[config.mk]
export PLATFORM = sky130hd
export DESIGN_NAME = divm_top
export DESIGN_NICKNAME = d
export VERILOG_FILES = /design/src/divm_pkg.sv /design/src/divm_top.sv
export SDC_FILE = /design/constraint.sdc
export NUM_CORES = 1
export LEC_CHECK = 0
export BUFFER_PORTS_ARGS = -buffer_cell sky130_fd_sc_hd__clkbuf_2
export CORE_MARGIN = 4
export CORE_UTILIZATION = 50
export CTS_BUF_LIST = sky130_fd_sc_hd__clkbuf_8
export DETAILED_ROUTE_END_ITERATION = 12
export GPL_TIMING_DRIVEN = 0
export PLACE_DENSITY_LB_ADDON = 0.1
export SLEW_MARGIN = 20
export SYNTH_ARGS = -nofsm -noshare
export SYNTH_HDL_FRONTEND = slang
export SYNTH_SLANG_ARGS = --single-unit
[constraint.sdc]
create_clock -name clk_sys_i -period 2.59 [get_ports clk_sys_i]
set_input_delay 0.518 -clock clk_sys_i [delete_from_list [all_inputs] [get_ports clk_sys_i]]
set_output_delay 0.518 -clock clk_sys_i [all_outputs]
set_load 0.01 [all_outputs]
[src/divm_pkg.sv]
// Package of constants for the interrupt source map block.
package divm_pkg;

	// ------------------------------------------------------------
	// Register map on the plain register port
	// ------------------------------------------------------------
	localparam int ADDR_W = 4;
	localparam logic [3:0] OFS_FLAGS = 4'h0;
	localparam logic [3:0] OFS_MASK = 4'h1;
	localparam logic [3:0] OFS_DMA_SEL = 4'h2;
	localparam logic [3:0] OFS_VEC_BASE = 4'h3;
	localparam logic [3:0] OFS_DISPATCH = 4'h4;
	localparam logic [3:0] OFS_ACK = 4'h5;

	// ------------------------------------------------------------
	// Flag and mask layout
	// ------------------------------------------------------------
	localparam int NSRC = 14;
	localparam logic [15:0] RESERVED_MASK = 16'hc000;
	localparam logic [15:0] FLAGS_RESET = 16'h0000;
	localparam logic [15:0] MASK_RESET = 16'h0000;
	localparam logic [3:0] DMA_SEL_RESET = 4'h0;
	localparam logic [8:0] VEC_BASE_RESET = 9'h1ff;

	localparam int BIT_EXT0 = 0;
	localparam int BIT_EXT1 = 1;
	localparam int BIT_EXT2 = 2;
	localparam int BIT_TMR_A = 3;
	localparam int BIT_SPA_RX = 4;
	localparam int BIT_SPA_TX = 5;
	localparam int BIT_SHR0 = 6;
	localparam int BIT_SHR1 = 7;
	localparam int BIT_EXT3 = 8;
	localparam int BIT_HOST = 9;
	localparam int BIT_SHR2 = 10;
	localparam int BIT_SHR3 = 11;
	localparam int BIT_DMA4 = 12;
	localparam int BIT_DMA5 = 13;

	// ------------------------------------------------------------
	// Trap numbers, vector offsets and priorities
	// ------------------------------------------------------------
	localparam logic [4:0] TRAP_RESET = 5'h00;
	localparam logic [6:0] VEC_RESET = 7'h00;
	localparam logic [4:0] PRIO_RESET = 5'h01;
	localparam logic [4:0] TRAP_FIRST = 5'h10;
	localparam logic [6:0] VEC_FIRST = 7'h40;
	localparam logic [4:0] PRIO_FIRST = 5'h03;

endpackage : divm_pkg

[src/divm_top.sv]
// Interrupt flag, mask and fixed priority dispatch for the core.
//
// Our own choices: the address-and-strobe port and the placing of the registers.
`timescale 1ns/1ps
// ------------------------------------------------------------
// ------------------------------------------------------------
module divm_top (
	input wire logic clk_sys_i,
	input wire logic rst_i,
	input wire logic sw_reset_i,
	input wire logic ext_pin_irq_0_i,
	input wire logic ext_pin_irq_1_i,
	input wire logic ext_pin_irq_2_i,
	input wire logic ext_pin_irq_3_i,
	input wire logic timer_a_irq_i,
	input wire logic timer_b_irq_i,
	input wire logic serial_port_a_rx_irq_i,
	input wire logic serial_port_a_tx_irq_i,
	input wire logic serial_port_b_rx_irq_i,
	input wire logic serial_port_b_tx_irq_i,
	input wire logic host_port_irq_i,
	input wire logic [5:0] dma_chan_irq_i,
	input wire logic [3:0] reg_addr_i,
	input wire logic [15:0] reg_wdata_i,
	input wire logic reg_wr_i,
	input wire logic reg_rd_i,
	output logic [15:0] reg_rdata_o,
	input wire logic int_ack_i,
	output logic int_req_o,
	output logic [4:0] int_trap_o,
	output logic [4:0] int_prio_o,
	output logic [15:0] int_vector_o,
	output logic reset_req_o
);

	// ------------------------------------------------------------
	// Pin synchronisers
	// ------------------------------------------------------------
	// The external pins and the software reset are asynchronous; all other sources share the clock.
	logic [3:0] pin_meta;
	logic [3:0] pin_sync;
	logic [3:0] pin_prev;
	logic sw_meta;
	logic sw_sync;
	logic sw_prev;

	always_ff @(posedge clk_sys_i or posedge rst_i) begin
		if (rst_i) begin
			pin_meta <= 4'h0;
			pin_sync <= 4'h0;
			pin_prev <= 4'h0;
			sw_meta <= 1'b0;
			sw_sync <= 1'b0;
			sw_prev <= 1'b0;
		end else begin
			pin_meta <= {ext_pin_irq_3_i, ext_pin_irq_2_i,
				ext_pin_irq_1_i, ext_pin_irq_0_i};
			pin_sync <= pin_meta;
			pin_prev <= pin_sync;
			sw_meta <= sw_reset_i;
			sw_sync <= sw_meta;
			sw_prev <= sw_sync;
		end
	end

	// Pin requests are taken on the rising edge of the synchronised level.
	wire [3:0] pin_event = pin_sync & ~pin_prev;

	// ------------------------------------------------------------
	// Registers
	// ------------------------------------------------------------
	logic [15:0] interrupt_pending_flags;
	logic [15:0] interrupt_enable_mask;
	logic [3:0] dma_priority_enable_control;
	logic [8:0] vec_base;
	logic [15:0] next_flags;
	logic reset_pend;

	// ------------------------------------------------------------
	// Source routing
	// ------------------------------------------------------------
	logic [15:0] src_event;
	always_comb begin
		src_event = 16'h0000;
		src_event[divm_pkg::BIT_EXT0] = pin_event[0];
		src_event[divm_pkg::BIT_EXT1] = pin_event[1];
		src_event[divm_pkg::BIT_EXT2] = pin_event[2];
		src_event[divm_pkg::BIT_TMR_A] = timer_a_irq_i;
		src_event[divm_pkg::BIT_SPA_RX] = serial_port_a_rx_irq_i;
		src_event[divm_pkg::BIT_SPA_TX] = serial_port_a_tx_irq_i;
		// Without the selection the bit has no source at all.
		src_event[divm_pkg::BIT_SHR0] = dma_priority_enable_control[0]
			& dma_chan_irq_i[0];
		src_event[divm_pkg::BIT_SHR1] = dma_priority_enable_control[1]
			? dma_chan_irq_i[1] : timer_b_irq_i;
		src_event[divm_pkg::BIT_EXT3] = pin_event[3];
		src_event[divm_pkg::BIT_HOST] = host_port_irq_i;
		src_event[divm_pkg::BIT_SHR2] = dma_priority_enable_control[2]
			? dma_chan_irq_i[2] : serial_port_b_rx_irq_i;
		src_event[divm_pkg::BIT_SHR3] = dma_priority_enable_control[3]
			? dma_chan_irq_i[3] : serial_port_b_tx_irq_i;
		src_event[divm_pkg::BIT_DMA4] = dma_chan_irq_i[4];
		src_event[divm_pkg::BIT_DMA5] = dma_chan_irq_i[5];
	end

	// ------------------------------------------------------------
	// Priority selection
	// ------------------------------------------------------------
	// Lowest bit wins because priority numbers rise with bit position.
	function automatic logic [3:0] lowest_set(input logic [15:0] v);
		logic [3:0] idx;
		idx = 4'h0;
		for (int i = divm_pkg::NSRC - 1; i >= 0; i--) begin
			if (v[i]) begin
				idx = 4'(i);
			end
		end
		return idx;
	endfunction : lowest_set

	// ------------------------------------------------------------
	// Per-source dispatch tables
	// ------------------------------------------------------------
	// The tables are spelled out rather than computed so that each source's
	// trap, priority and offset can be read next to its rule.
	function automatic logic [4:0] trap_of(input logic [3:0] idx);
		logic [4:0] t;
		case (idx)
			4'h0: t = 5'h10;
			4'h1: t = 5'h11;
			4'h2: t = 5'h12;
			4'h3: t = 5'h13;
			4'h4: t = 5'h14;
			4'h5: t = 5'h15;
			4'h6: t = 5'h16;
			4'h7: t = 5'h17;
			4'h8: t = 5'h18;
			4'h9: t = 5'h19;
			4'ha: t = 5'h1a;
			4'hb: t = 5'h1b;
			4'hc: t = 5'h1c;
			4'hd: t = 5'h1d;
			default: t = 5'h00;
		endcase
		return t;
	endfunction : trap_of

	function automatic logic [4:0] prio_of(input logic [3:0] idx);
		logic [4:0] p;
		case (idx)
			4'h0: p = 5'h03;
			4'h1: p = 5'h04;
			4'h2: p = 5'h05;
			4'h3: p = 5'h06;
			4'h4: p = 5'h07;
			4'h5: p = 5'h08;
			4'h6: p = 5'h09;
			4'h7: p = 5'h0a;
			4'h8: p = 5'h0b;
			4'h9: p = 5'h0c;
			4'ha: p = 5'h0d;
			4'hb: p = 5'h0e;
			4'hc: p = 5'h0f;
			4'hd: p = 5'h10;
			default: p = 5'h00;
		endcase
		return p;
	endfunction : prio_of

	function automatic logic [6:0] ofs_of(input logic [3:0] idx);
		logic [6:0] o;
		case (idx)
			4'h0: o = 7'h40;
			4'h1: o = 7'h44;
			4'h2: o = 7'h48;
			4'h3: o = 7'h4c;
			4'h4: o = 7'h50;
			4'h5: o = 7'h54;
			4'h6: o = 7'h58;
			4'h7: o = 7'h5c;
			4'h8: o = 7'h60;
			4'h9: o = 7'h64;
			4'ha: o = 7'h68;
			4'hb: o = 7'h6c;
			4'hc: o = 7'h70;
			4'hd: o = 7'h74;
			default: o = 7'h00;
		endcase
		return o;
	endfunction : ofs_of

	wire [15:0] live = interrupt_pending_flags & interrupt_enable_mask
		& ~divm_pkg::RESERVED_MASK;
	wire any_live = |live;
	wire [3:0] win_idx = lowest_set(live);
	wire [4:0] win_trap = trap_of(win_idx);
	wire [4:0] win_prio = prio_of(win_idx);
	wire [6:0] win_ofs = ofs_of(win_idx);
	wire [4:0] sel_trap = reset_pend ? divm_pkg::TRAP_RESET : win_trap;
	wire [4:0] sel_prio = reset_pend ? divm_pkg::PRIO_RESET : win_prio;
	wire [6:0] sel_ofs = reset_pend ? divm_pkg::VEC_RESET : win_ofs;
	wire [15:0] sel_vec = {vec_base, sel_ofs};
	wire [15:0] ack_clear = (int_ack_i && !reset_pend && any_live)
		? (16'h0001 << win_idx) : 16'h0000;

	// ------------------------------------------------------------
	// Register port decode
	// ------------------------------------------------------------
	wire wr_flags = reg_wr_i && reg_addr_i == divm_pkg::OFS_FLAGS;
	wire wr_mask = reg_wr_i && reg_addr_i == divm_pkg::OFS_MASK;
	wire wr_dma = reg_wr_i && reg_addr_i == divm_pkg::OFS_DMA_SEL;
	wire wr_base = reg_wr_i && reg_addr_i == divm_pkg::OFS_VEC_BASE;
	// Writing ones clears flags; a new event in the same cycle still sets.
	wire [15:0] sw_clear = wr_flags ? reg_wdata_i : 16'h0000;

	always_comb begin
		next_flags = (interrupt_pending_flags & ~sw_clear & ~ack_clear)
			| src_event;
		next_flags = next_flags & ~divm_pkg::RESERVED_MASK;
	end

	logic [15:0] rd_mux;
	always_comb begin
		case (reg_addr_i)
			divm_pkg::OFS_FLAGS: rd_mux = interrupt_pending_flags;
			divm_pkg::OFS_MASK: rd_mux = interrupt_enable_mask;
			divm_pkg::OFS_DMA_SEL: rd_mux = {12'h000,
				dma_priority_enable_control};
			divm_pkg::OFS_VEC_BASE: rd_mux = {7'h00, vec_base};
			divm_pkg::OFS_DISPATCH: rd_mux = {any_live || reset_pend,
				5'h00, sel_prio, sel_trap};
			default: rd_mux = 16'h0000;
		endcase
	end

	// ------------------------------------------------------------
	// State
	// ------------------------------------------------------------
	always_ff @(posedge clk_sys_i or posedge rst_i) begin
		if (rst_i) begin
			interrupt_pending_flags <= divm_pkg::FLAGS_RESET;
			interrupt_enable_mask <= divm_pkg::MASK_RESET;
			dma_priority_enable_control <= divm_pkg::DMA_SEL_RESET;
			vec_base <= divm_pkg::VEC_BASE_RESET;
			reset_pend <= 1'b1;
			reg_rdata_o <= 16'h0000;
		end else begin
			interrupt_pending_flags <= next_flags;
			if (wr_mask) begin
				interrupt_enable_mask <= reg_wdata_i
					& ~divm_pkg::RESERVED_MASK;
			end
			if (wr_dma) begin
				dma_priority_enable_control <= reg_wdata_i[3:0];
			end
			if (wr_base) begin
				vec_base <= reg_wdata_i[8:0];
			end
			if (sw_sync && !sw_prev) begin
				reset_pend <= 1'b1;
			end else if (int_ack_i) begin
				reset_pend <= 1'b0;
			end
			reg_rdata_o <= reg_rd_i ? rd_mux : 16'h0000;
		end
	end

	// ------------------------------------------------------------
	// Core request outputs
	// ------------------------------------------------------------
	// Reset outranks every maskable source and ignores the mask.
	assign int_req_o = reset_pend || any_live;
	assign int_trap_o = sel_trap;
	assign int_prio_o = sel_prio;
	assign int_vector_o = sel_vec;
	assign reset_req_o = reset_pend;

endmodule : divm_top

# == Word-level counts from Yosys, hierarchy flattened ==
# Memory sizes are Yosys's and may differ from the RTL's.
# Cells that the tools add are included.
# word_totals
ff_bits,73
romBits,240
in_bits,43
out_inout_bits,44
elab_cells,68
n_memories,3
# classes
n_eq_ne,4
shift,1
muxes,26
bitwise_logic,9
n_reduce_logical,13
# mem_list
memory,words,word_bits,rd,rd_ports_with_merged_regs,write_ports,line_no,text
(name not given),16,5,1,0,0,divm_top.sv:172,case (idx)
(name not given),16,5,1,0,0,divm_top.sv:150,case (idx)
(name not given),16,5,1,0,0,divm_top.sv:128,case (idx)
# ops
operator,n
16-bit case mux with 5 select lines,1
4-bit two-way mux,14
14-bit AND,3
14-bit two-way mux,2
14-bit NOT,2
16-bit two-way mux,1
14-bit OR,1
14-bit OR reduction,1
"1-bit by 4-bit left shift with 14-bit output, first input constant",1
5-bit two-way mux,2
"4-bit by 2-bit equality test with 1-bit output, second input constant",2
1-bit logical AND,7
7-bit two-way mux,1
1-bit two-way mux,5
4-bit AND,1
"4-bit by 1-bit equality test with 1-bit output, second input constant",1
"4-bit by 3-bit equality test with 1-bit output, second input constant",1
4-bit logical NOT,1
4-bit NOT,1
1-bit logical NOT,2
2-bit nonzero test,1
1-bit AND,1
1-bit logical OR,1

# == Depth between registers and ports, before layout ==
# Gate-level depths: netlist of the first run.
# logic_depth
ltp_word,20
mapped_depth,11
mapped_depth_nobuf,10

# == Least setup slack after synthesis of the first run ==
# Ideal clock, no wire load.
# synth_timing
path_kind,reg-to-output
from,reg interrupt_pending_flags[9]
to,out int_prio_o[3]
arrival_ns,2.036
required_time_ns,2.072
slack_ns,0.036
stages_incl_launch_ff,11
path_buffers,1
path_cell_list,dfrtp_1 -> and2_1 -> a221oi_1 -> o211ai_1 -> a21oi_1 -> inv_1 -> ha_1 -> clkbuf_1 -> a211oi_1 -> a211oi_1 -> and2_1
# synth_via
elab_chain_cells,13
# synth_rtl
element,line_no,text
from (decl),divm_top.sv:72,logic [15:0] interrupt_pending_flags;
from (signal assigned),divm_top.sv:241,interrupt_pending_flags <= divm_pkg::FLAGS_RESET;
from (signal assigned),divm_top.sv:248,interrupt_pending_flags <= next_flags;
14-bit AND,divm_top.sv:192,wire [15:0] live = interrupt_pending_flags & interrupt_enable_mask
4-bit two-way mux (10 in a row),divm_top.sv:114,if (v[i]) begin
memory 16 x 5 bit,--,
5-bit two-way mux,divm_top.sv:200,wire [4:0] sel_prio = reset_pend ? divm_pkg::PRIO_RESET : win_prio;
to (decl),divm_top.sv:31,"output logic [4:0] int_prio_o,"
# No other way between the ends.

# == Worst setup path in the final report of the first run ==
# Ends and elaborated chain as after synthesis.

==> results of run 1 <==
cells by family after synthesis:
kind of cell	Yosys count	synth area share (%)
buffers and inverters	28	4.28
other	1	0.108
AND/OR/NAND/NOR	100	16.5
multiplexers	30	10.7
AO/OA/AOI/OAI	65	14.4
adder cells (fa/ha/maj)	5	1.80
flip-flops	72	52.2
worst max-delay path, cell delays in order (launching register included):
cell and delay (ns):
dfrtp_1 0.41, and2_4 0.18, a221oi_4 0.21, o211ai_1 0.16, a21oi_2 0.21, inv_2 0.09
ha_2 0.23, a211oi_4 0.29, and2_1 0.16, clkbuf_2 0.13
cell type report:
| type | count | area, µm² |
|---|---|---|
| clock buffers | 9 | 124 |
| inverters | 12 | 47.5 |
| repair buffers | 107 | 653 |
| flip-flops and latches | 72 | 1820 |
| fillers | 500 | 2160 |
| clock inverters | 7 | 68.8 |
| multi-input cells | 203 | 1700 |
| plain buffers | 14 | 92.6 |
| well taps | 80 | 100 |
cells in the mapped netlist (4+ instances only):
| library cell | instances | area share [%] |
|---|---|---|
| inv_1 | 12 | 1.3 |
| a31oi_1 | 7 | 1.3 |
| ha_1 | 5 | 1.8 |
| dfstp_2 | 10 | 7.6 |
| a32o_1 | 4 | 1.2 |
| nor2_1 | 7 | 0.76 |
| a22oi_1 | 6 | 1.3 |
| a31o_1 | 6 | 1.5 |
| clkbuf_1 | 4 | 0.43 |
| and2_1 | 6 | 1.1 |
| a21oi_1 | 8 | 1.2 |
| o21ai_0 | 4 | 0.58 |
| nand2_1 | 51 | 5.5 |
| dfrtp_1 | 62 | 45 |
| buf_4 | 9 | 1.9 |
| mux2_4 | 10 | 4.3 |
| a222oi_1 | 8 | 2.3 |
| mux2_1 | 17 | 5.5 |
| nand3_1 | 9 | 1.3 |
power breakdown:
part           total, mW  internal [mW]  switching, mW
clock              0.882          0.379          0.503
sequential          1.47           1.30          0.163
combinational       1.54          0.743          0.796
total               3.89           2.42           1.46
layer usage:
layer | wire (µm) | global-route usage [%] | share of wire (%) | vias up
met1 | 4030 | 31.0 | 42 | 1378
met3 | 790 | 6.55 | 8.3 | 17
li1 | - | - | - | 1330
met4 | 184 | 6.53 | 1.9 | 0
met2 | 4490 | 36.5 | 47 | 156
met5 | 0 | 0 | 0 | -
registers in the layout, indices dropped and copies added, names as in the netlist:
register,cells
interrupt_pending_flags,14
reset_req_o,1
interrupt_enable_mask,14
sw_meta,1
pin_meta,4
sw_sync,1
reg_rdata_o,15
pin_sync,4
pin_prev,4
dma_priority_enable_control,4
sw_prev,1
vec_base,9
worst paths after layout:
path | end | slack, ns | cells after the start
worst max-delay path | int_prio_o[3] | -0.37 | 9
worst min-delay path | interrupt_enable_mask[12]$_DFFE_PP0P_ | 0.12 | 2
worst max register to register | reg_rdata_o[6]$_DFF_PP0_ | 0.29 | 9
worst min register to register | pin_sync[3]$_DFF_PP0_ | 0.35 | 0
max in group asynchronous | vec_base[4]$_DFFE_PP1P_ | 1.85 | 3
min in group clk_sys_i | pin_meta[1]$_DFF_PP0_ | 0.25 | 1
repair_timing:
action / in CTS / in global routing
setup buffers: 17 / 8
hold buffers: 0 / 0
setup endpoints to repair: 10 / 14
gates resized for setup: 19 / 32
pin swaps: 7 / 6
==> summary.md, run 1 <==
| Metric | Value |
|---|---|
| Ys flop type | dfrtp_1 |
| Largest net degree at the start of global routing | 44 |
| Initial Util | 51.4% |
| Power per cell area | 845 nW/µm² |
| Port Buffers | 81 |
| Synth Area per Inst | 11.5 µm² |
| Final Util | 68.1% |
| Boundary pin count | 87 |
| Reg clk slew, reported paths | 0.10 ns |
| Final Non-Filler Cells | 504 |
| Clk_lat worst skew | 0.37 ns |
| Wirelength per Cell | 18.8 µm |
| Die ar. | 8350 µm² |
| Design Area, Final | 4600 µm² |
| Vias in the first global route | 2869 |
| WL final | 9.49 mm |
| Drt via density | 5.72 |
| Commonest cells after routing, fill and taps aside | clkbuf_2 (76), dfrtp_1 (60), nand2_1 (47) |
| Min cycle time layout | 2.96 ns |
| Yosys Warn Count | 0 |
| RSZ-0062 raised after global routing | yes |
| Gr ovfl total | 0 |
| Synth-to-Final Area Change | 32.4% |
| Setup TNS | -2.38 ns |
| Die Width | 91.4 µm |
| Share of synthesized area occupied by flip-flops and latches | 52.2% |
| Syn Std Cell Area | 3470 µm² |
| Maximum capacitance violations | 0 |
| Final period util | 114% |
| Num Clock Sinks | 72 |
| Peak VDD IR | 419 µV |
| Final Slew Violations | 0 |
| Final Power | 3.89 mW |
| Final RePlAce weighted congestion | 0.928 |
| Largest fanout on the critical path | 3 |
| Worst hold-check path type | in -> async |
| Dpl ws | -0.621 ns |
| Synth Register Bits | 72 |
| Relative slew slack | 52.7% |
| Slew of the pin with the lowest slew margin | 0.709 ns |
| Residual DRC | 0 |
| Startpoint Class | register |
| Violated checks | negative setup slack |
| Final setup viols | 11 |
| Cells after DPL | 465 |
| Site row count | 30 |
| Initial antenna violation count | 0 |
| Final clock skew | 0.0172 ns |
| Cells after Synth | 301 |
| DRT Pass-1 Iters | 5 |
| Pleak | 2.13 nW |
| Crit end category | output pin |
| Worst r2r src | interrupt_enable_mask[11]$_DFFE_PP0P_ |
| Outcome | complete, but fails checks |
| CP arrival | 2.44 ns |
| Root buffer cell | clkbuf_8 |
| Most common cell after layout, fill and taps aside | clkbuf_2 |
| Yosys cell types | 56 |
| Number of failing hold endpoints at the final stage | 0 |
| Vias | 2881 |
| Async SR Flop Fraction | 100% |
| Core footprint | 6760 µm² |
| Post-DRT Antenna Nets | 0 |
| Total CTS buffers | 9 |
| Die Y-Extent | 91.4 µm |
| Fmax | 338 MHz |
| Total GRT Usage | 23.1% |
| Diode count | 0 |
| CTS tree | yes |
| EDFF count, synth | 0 |
| DR iter-0 viols | 168 |
| Worst Setup SP | interrupt_pending_flags[9]$_DFF_PP0_ |
| DP Wirelength | 6.72 mm |
| First-pass GRT wire length | 14.8 mm |
| Share of layout cells above drive strength 1 | 46.2% |
| Maximum root-to-sink buffer count | 2 |
| WS Path Type | reg -> out |
| H-tree depth | 3 |
| Min Hold Slack | 0.121 ns |
| Nets@finish | 467 |
| Min setup slack post-route | -0.370 ns |
| Critical path required time | 2.07 ns |
| Cell area after placement | 4010 µm² |
No activity file was read; power rests on OpenSTA's default activity.
==> run 2: changes to the inputs <==
--- a/config.mk
+++ b/config.mk
@@ -6,8 +6,8 @@
 export NUM_CORES = 1
 export LEC_CHECK = 0
 export BUFFER_PORTS_ARGS = -buffer_cell sky130_fd_sc_hd__clkbuf_2
-export CORE_MARGIN = 4
-export CORE_UTILIZATION = 50
+export CORE_MARGIN = 3
+export CORE_UTILIZATION = 55
 export CTS_BUF_LIST = sky130_fd_sc_hd__clkbuf_8
 export DETAILED_ROUTE_END_ITERATION = 12
 export GPL_TIMING_DRIVEN = 0
==> constraint.sdc (replaced) <==
create_clock -name clk_sys_i -period 3.1 [get_ports clk_sys_i]
set_input_delay 0.62 -clock clk_sys_i [delete_from_list [all_inputs] [get_ports clk_sys_i]]
set_output_delay 0.62 -clock clk_sys_i [all_outputs]
set_load 0.01 [all_outputs]
==> summary.md, run 2 (synthesis results as in run 1) <==
| Metric | Value |
|---|---|
| Outcome | complete, no violations |
| Peak VDD IR | 376 µV (-10%) |
| Wirelength per Cell | 18.5 µm (-2.0%) |
| Slew of the pin with the lowest slew margin | 0.622 ns (-0.0872 ns) |
| Port Buffers | 81 (unchanged) |
| Fmax | 334 MHz |
| Final setup viols | 0 (-11) |
| DP Wirelength | 6.39 mm (-5.0%) |
| Root buffer cell | clkbuf_8 |
| Final RePlAce weighted congestion | 0.912 (-1.6%) |
| Share of layout cells above drive strength 1 | 41.2% (-5.0 points) |
| Worst hold-check path type | in -> async |
| Post-DRT Antenna Nets | 0 (unchanged) |
| Number of failing hold endpoints at the final stage | 0 (unchanged) |
| Largest net degree at the start of global routing | 44 (unchanged) |
| Pleak | 2.04 nW (-4.5%) |
| Residual DRC | 0 (unchanged) |
| Vias in the first global route | 2763 (-3.7%) |
| Nets@finish | 453 (-3.0%) |
| Core footprint | 6030 µm² (-11%) |
| Relative slew slack | 58.5% (+5.7 points) |
| Hold_buf cts | 0 (unchanged) |
| Power per cell area | 673 nW/µm² (-20%) |
| Startpoint Class | register |
| Die ar. | 7310 µm² (-12%) |
| Final Util | 71.9% (+3.9 points) |
| Commonest cells after routing, fill and taps aside | clkbuf_2 (81), dfrtp_1 (62), nand2_1 (48) |
| Most common cell after layout, fill and taps aside | clkbuf_2 |
| Gr ovfl total | 0 (unchanged) |
| Final Non-Filler Cells | 485 (-3.8%) |
| First-pass GRT wire length | 13.9 mm (-5.8%) |
| Total CTS buffers | 9 (unchanged) |
| Largest fanout on the critical path | 4 (+1) |
| Min cycle time layout | 3.00 ns |
| Synth-to-Final Area Change | 24.8% |
| Crit end category | output pin |
| Die Width | 85.5 µm (-6.4%) |
| Regs by FF count | reg_rdata_o: 15 flops, interrupt_enable_mask: 14 flops, interrupt_pending_flags: 14 flops |
| DRT Pass-1 Iters | 5 (unchanged) |
| NetSw | 1.04 mW (-29%) |
| Site row count | 28 (-6.7%) |
| Reg power frac | 42.0% (+4.3 points) |
| Drt via density | 5.91 (+3.4%) |
| Clk_lat worst skew | 0.35 ns (-0.02 ns) |
| Flip-flop count of the largest register after layout | 15 (unchanged) |
| DR iter-0 viols | 387 (+130%) |
| Cells after DPL | 460 (-1.1%) |
| Final Power | 2.92 mW (-25%) |
| Switch share | 35.5% (-2.1 points) |
| Vias | 2867 (-0.49%) |
| CP arrival | 2.38 ns (-0.06 ns) |
| Reg clk slew, reported paths | 0.08 ns (-0.02 ns) |
| Setup TNS | 0 ns (+2.38 ns) |
| Cell Int Power | 1.88 mW (-22%) |
| Num Clock Sinks | 72 (unchanged) |
| Boundary pin count | 87 (unchanged) |
| Final Slew Violations | 0 (unchanged) |
| Final clock skew | 0.0122 ns (-0.00497 ns) |
| WL final | 8.95 mm (-5.7%) |
| Maximum capacitance violations | 0 (unchanged) |
| Final period util | 96.6% |
| Diode count | 0 (unchanged) |
| Initial Util | 57.7% (+6.2 points) |
| Combinational Power Share | 35.6% (-4.0 points) |
| Total GRT Usage | 25.1% (+2.0 points) |
| Die Y-Extent | 85.5 µm (-6.4%) |
| Initial antenna violation count | 0 (unchanged) |
| Clock power share | 22.4% (-0.3 points) |
| WS Path Type | reg -> out |
| Maximum root-to-sink buffer count | 2 (unchanged) |
| Reg with most FFs | reg_rdata_o |
| Critical path required time | 2.48 ns (+0.41 ns) |
| H-tree depth | 3 (unchanged) |
| CTS tree | yes |
[run 2: cell count changes in the layout (fill, tap and decap cells not counted), moves of 3 or more]
cell / change
buf_2: -3
inv_6: -3
buf_6: -6
inv_1: +4
inv_8: -3
clkbuf_2: +5
inv_2: -3
clkinv_2: +3
buf_4: -9
[run 2: worst paths after layout]
check,start,to,slack [ns],cells after the start
worst max-delay path,interrupt_pending_flags[9]$_DFF_PP0_,int_prio_o[3],0.10,10
worst min-delay path,rst_i,interrupt_pending_flags[9]$_DFF_PP0_,0.24,2
worst max register to register,interrupt_pending_flags[9]$_DFF_PP0_,reg_rdata_o[6]$_DFF_PP0_,0.93,9
worst min register to register,sw_meta$_DFF_PP0_,sw_sync$_DFF_PP0_,0.35,0
max in group asynchronous,rst_i,vec_base[5]$_DFFE_PP1P_,2.24,3
min in group clk_sys_i,sw_meta$_DFF_PP0_,sw_sync$_DFF_PP0_,0.35,0
[run 2: critical path, cell delays in order (launching register included)]
cell and delay (ns):
dfrtp_1 0.43, and2_4 0.18, a221oi_2 0.21, o211ai_1 0.15, a21oi_2 0.18, inv_1 0.13, ha_4 0.20, a211oi_2 0.21
a211oi_2 0.07, and2_1 0.15, clkbuf_2 0.12
[run 2: power by group through the flow]
stage,Sequential [mW],Clock (mW),Combinational [mW]
floorplan,1.21,0,0.553
global placement,1.23,0,0.821
detailed placement,1.23,0,0.838
CTS,1.22,0.658,0.907
global route,1.24,0.707,1.12
finish,1.23,0.653,1.04
[run 2: final cells by class]
class / instances / area (µm²)
clock inverter: 6 / 36.3
fill: 466 / 1690
tap: 75 / 93.8
clock buffer: 10 / 138
sequential: 72 / 1810
multi-input combinational: 203 / 1610
buffer: 15 / 100
inverter: 12 / 47.5
timing repair buffer: 92 / 500
[run 2: per-stage QoR]
stage	instance area, µm²	setup slack (ns)	hold slack [ns]
6_report	4340	0.104	0.244
5_1_grt	4340	-0.0324	0.261
4_1_cts	4220	0.0132	0.256
3_5_place_dp	4000	-0.150	0.336
3_3_place_gp	3980	-0.138	0.334
2_1_floorplan	3480	0.444	0.331
[run 2: repair_timing]
item                                    in CTS  in global routing
pin swaps                                    2                  6
hold endpoints to repair                     0                  0
endpoints found under the setup margin       7                  5
setup buffers                                2                  8
resized for setup                            6                 12
[run 2: routing by layer]
layer / vias up / global-route usage, % / share of wire [%]
li1: 1295 / - / -
met1: 1390 / 34.4 / 41
met2: 163 / 39.7 / 48
met3: 19 / 4.66 / 9.0
met4: 0 / 9.50 / 1.7
met5: - / 0 / 0
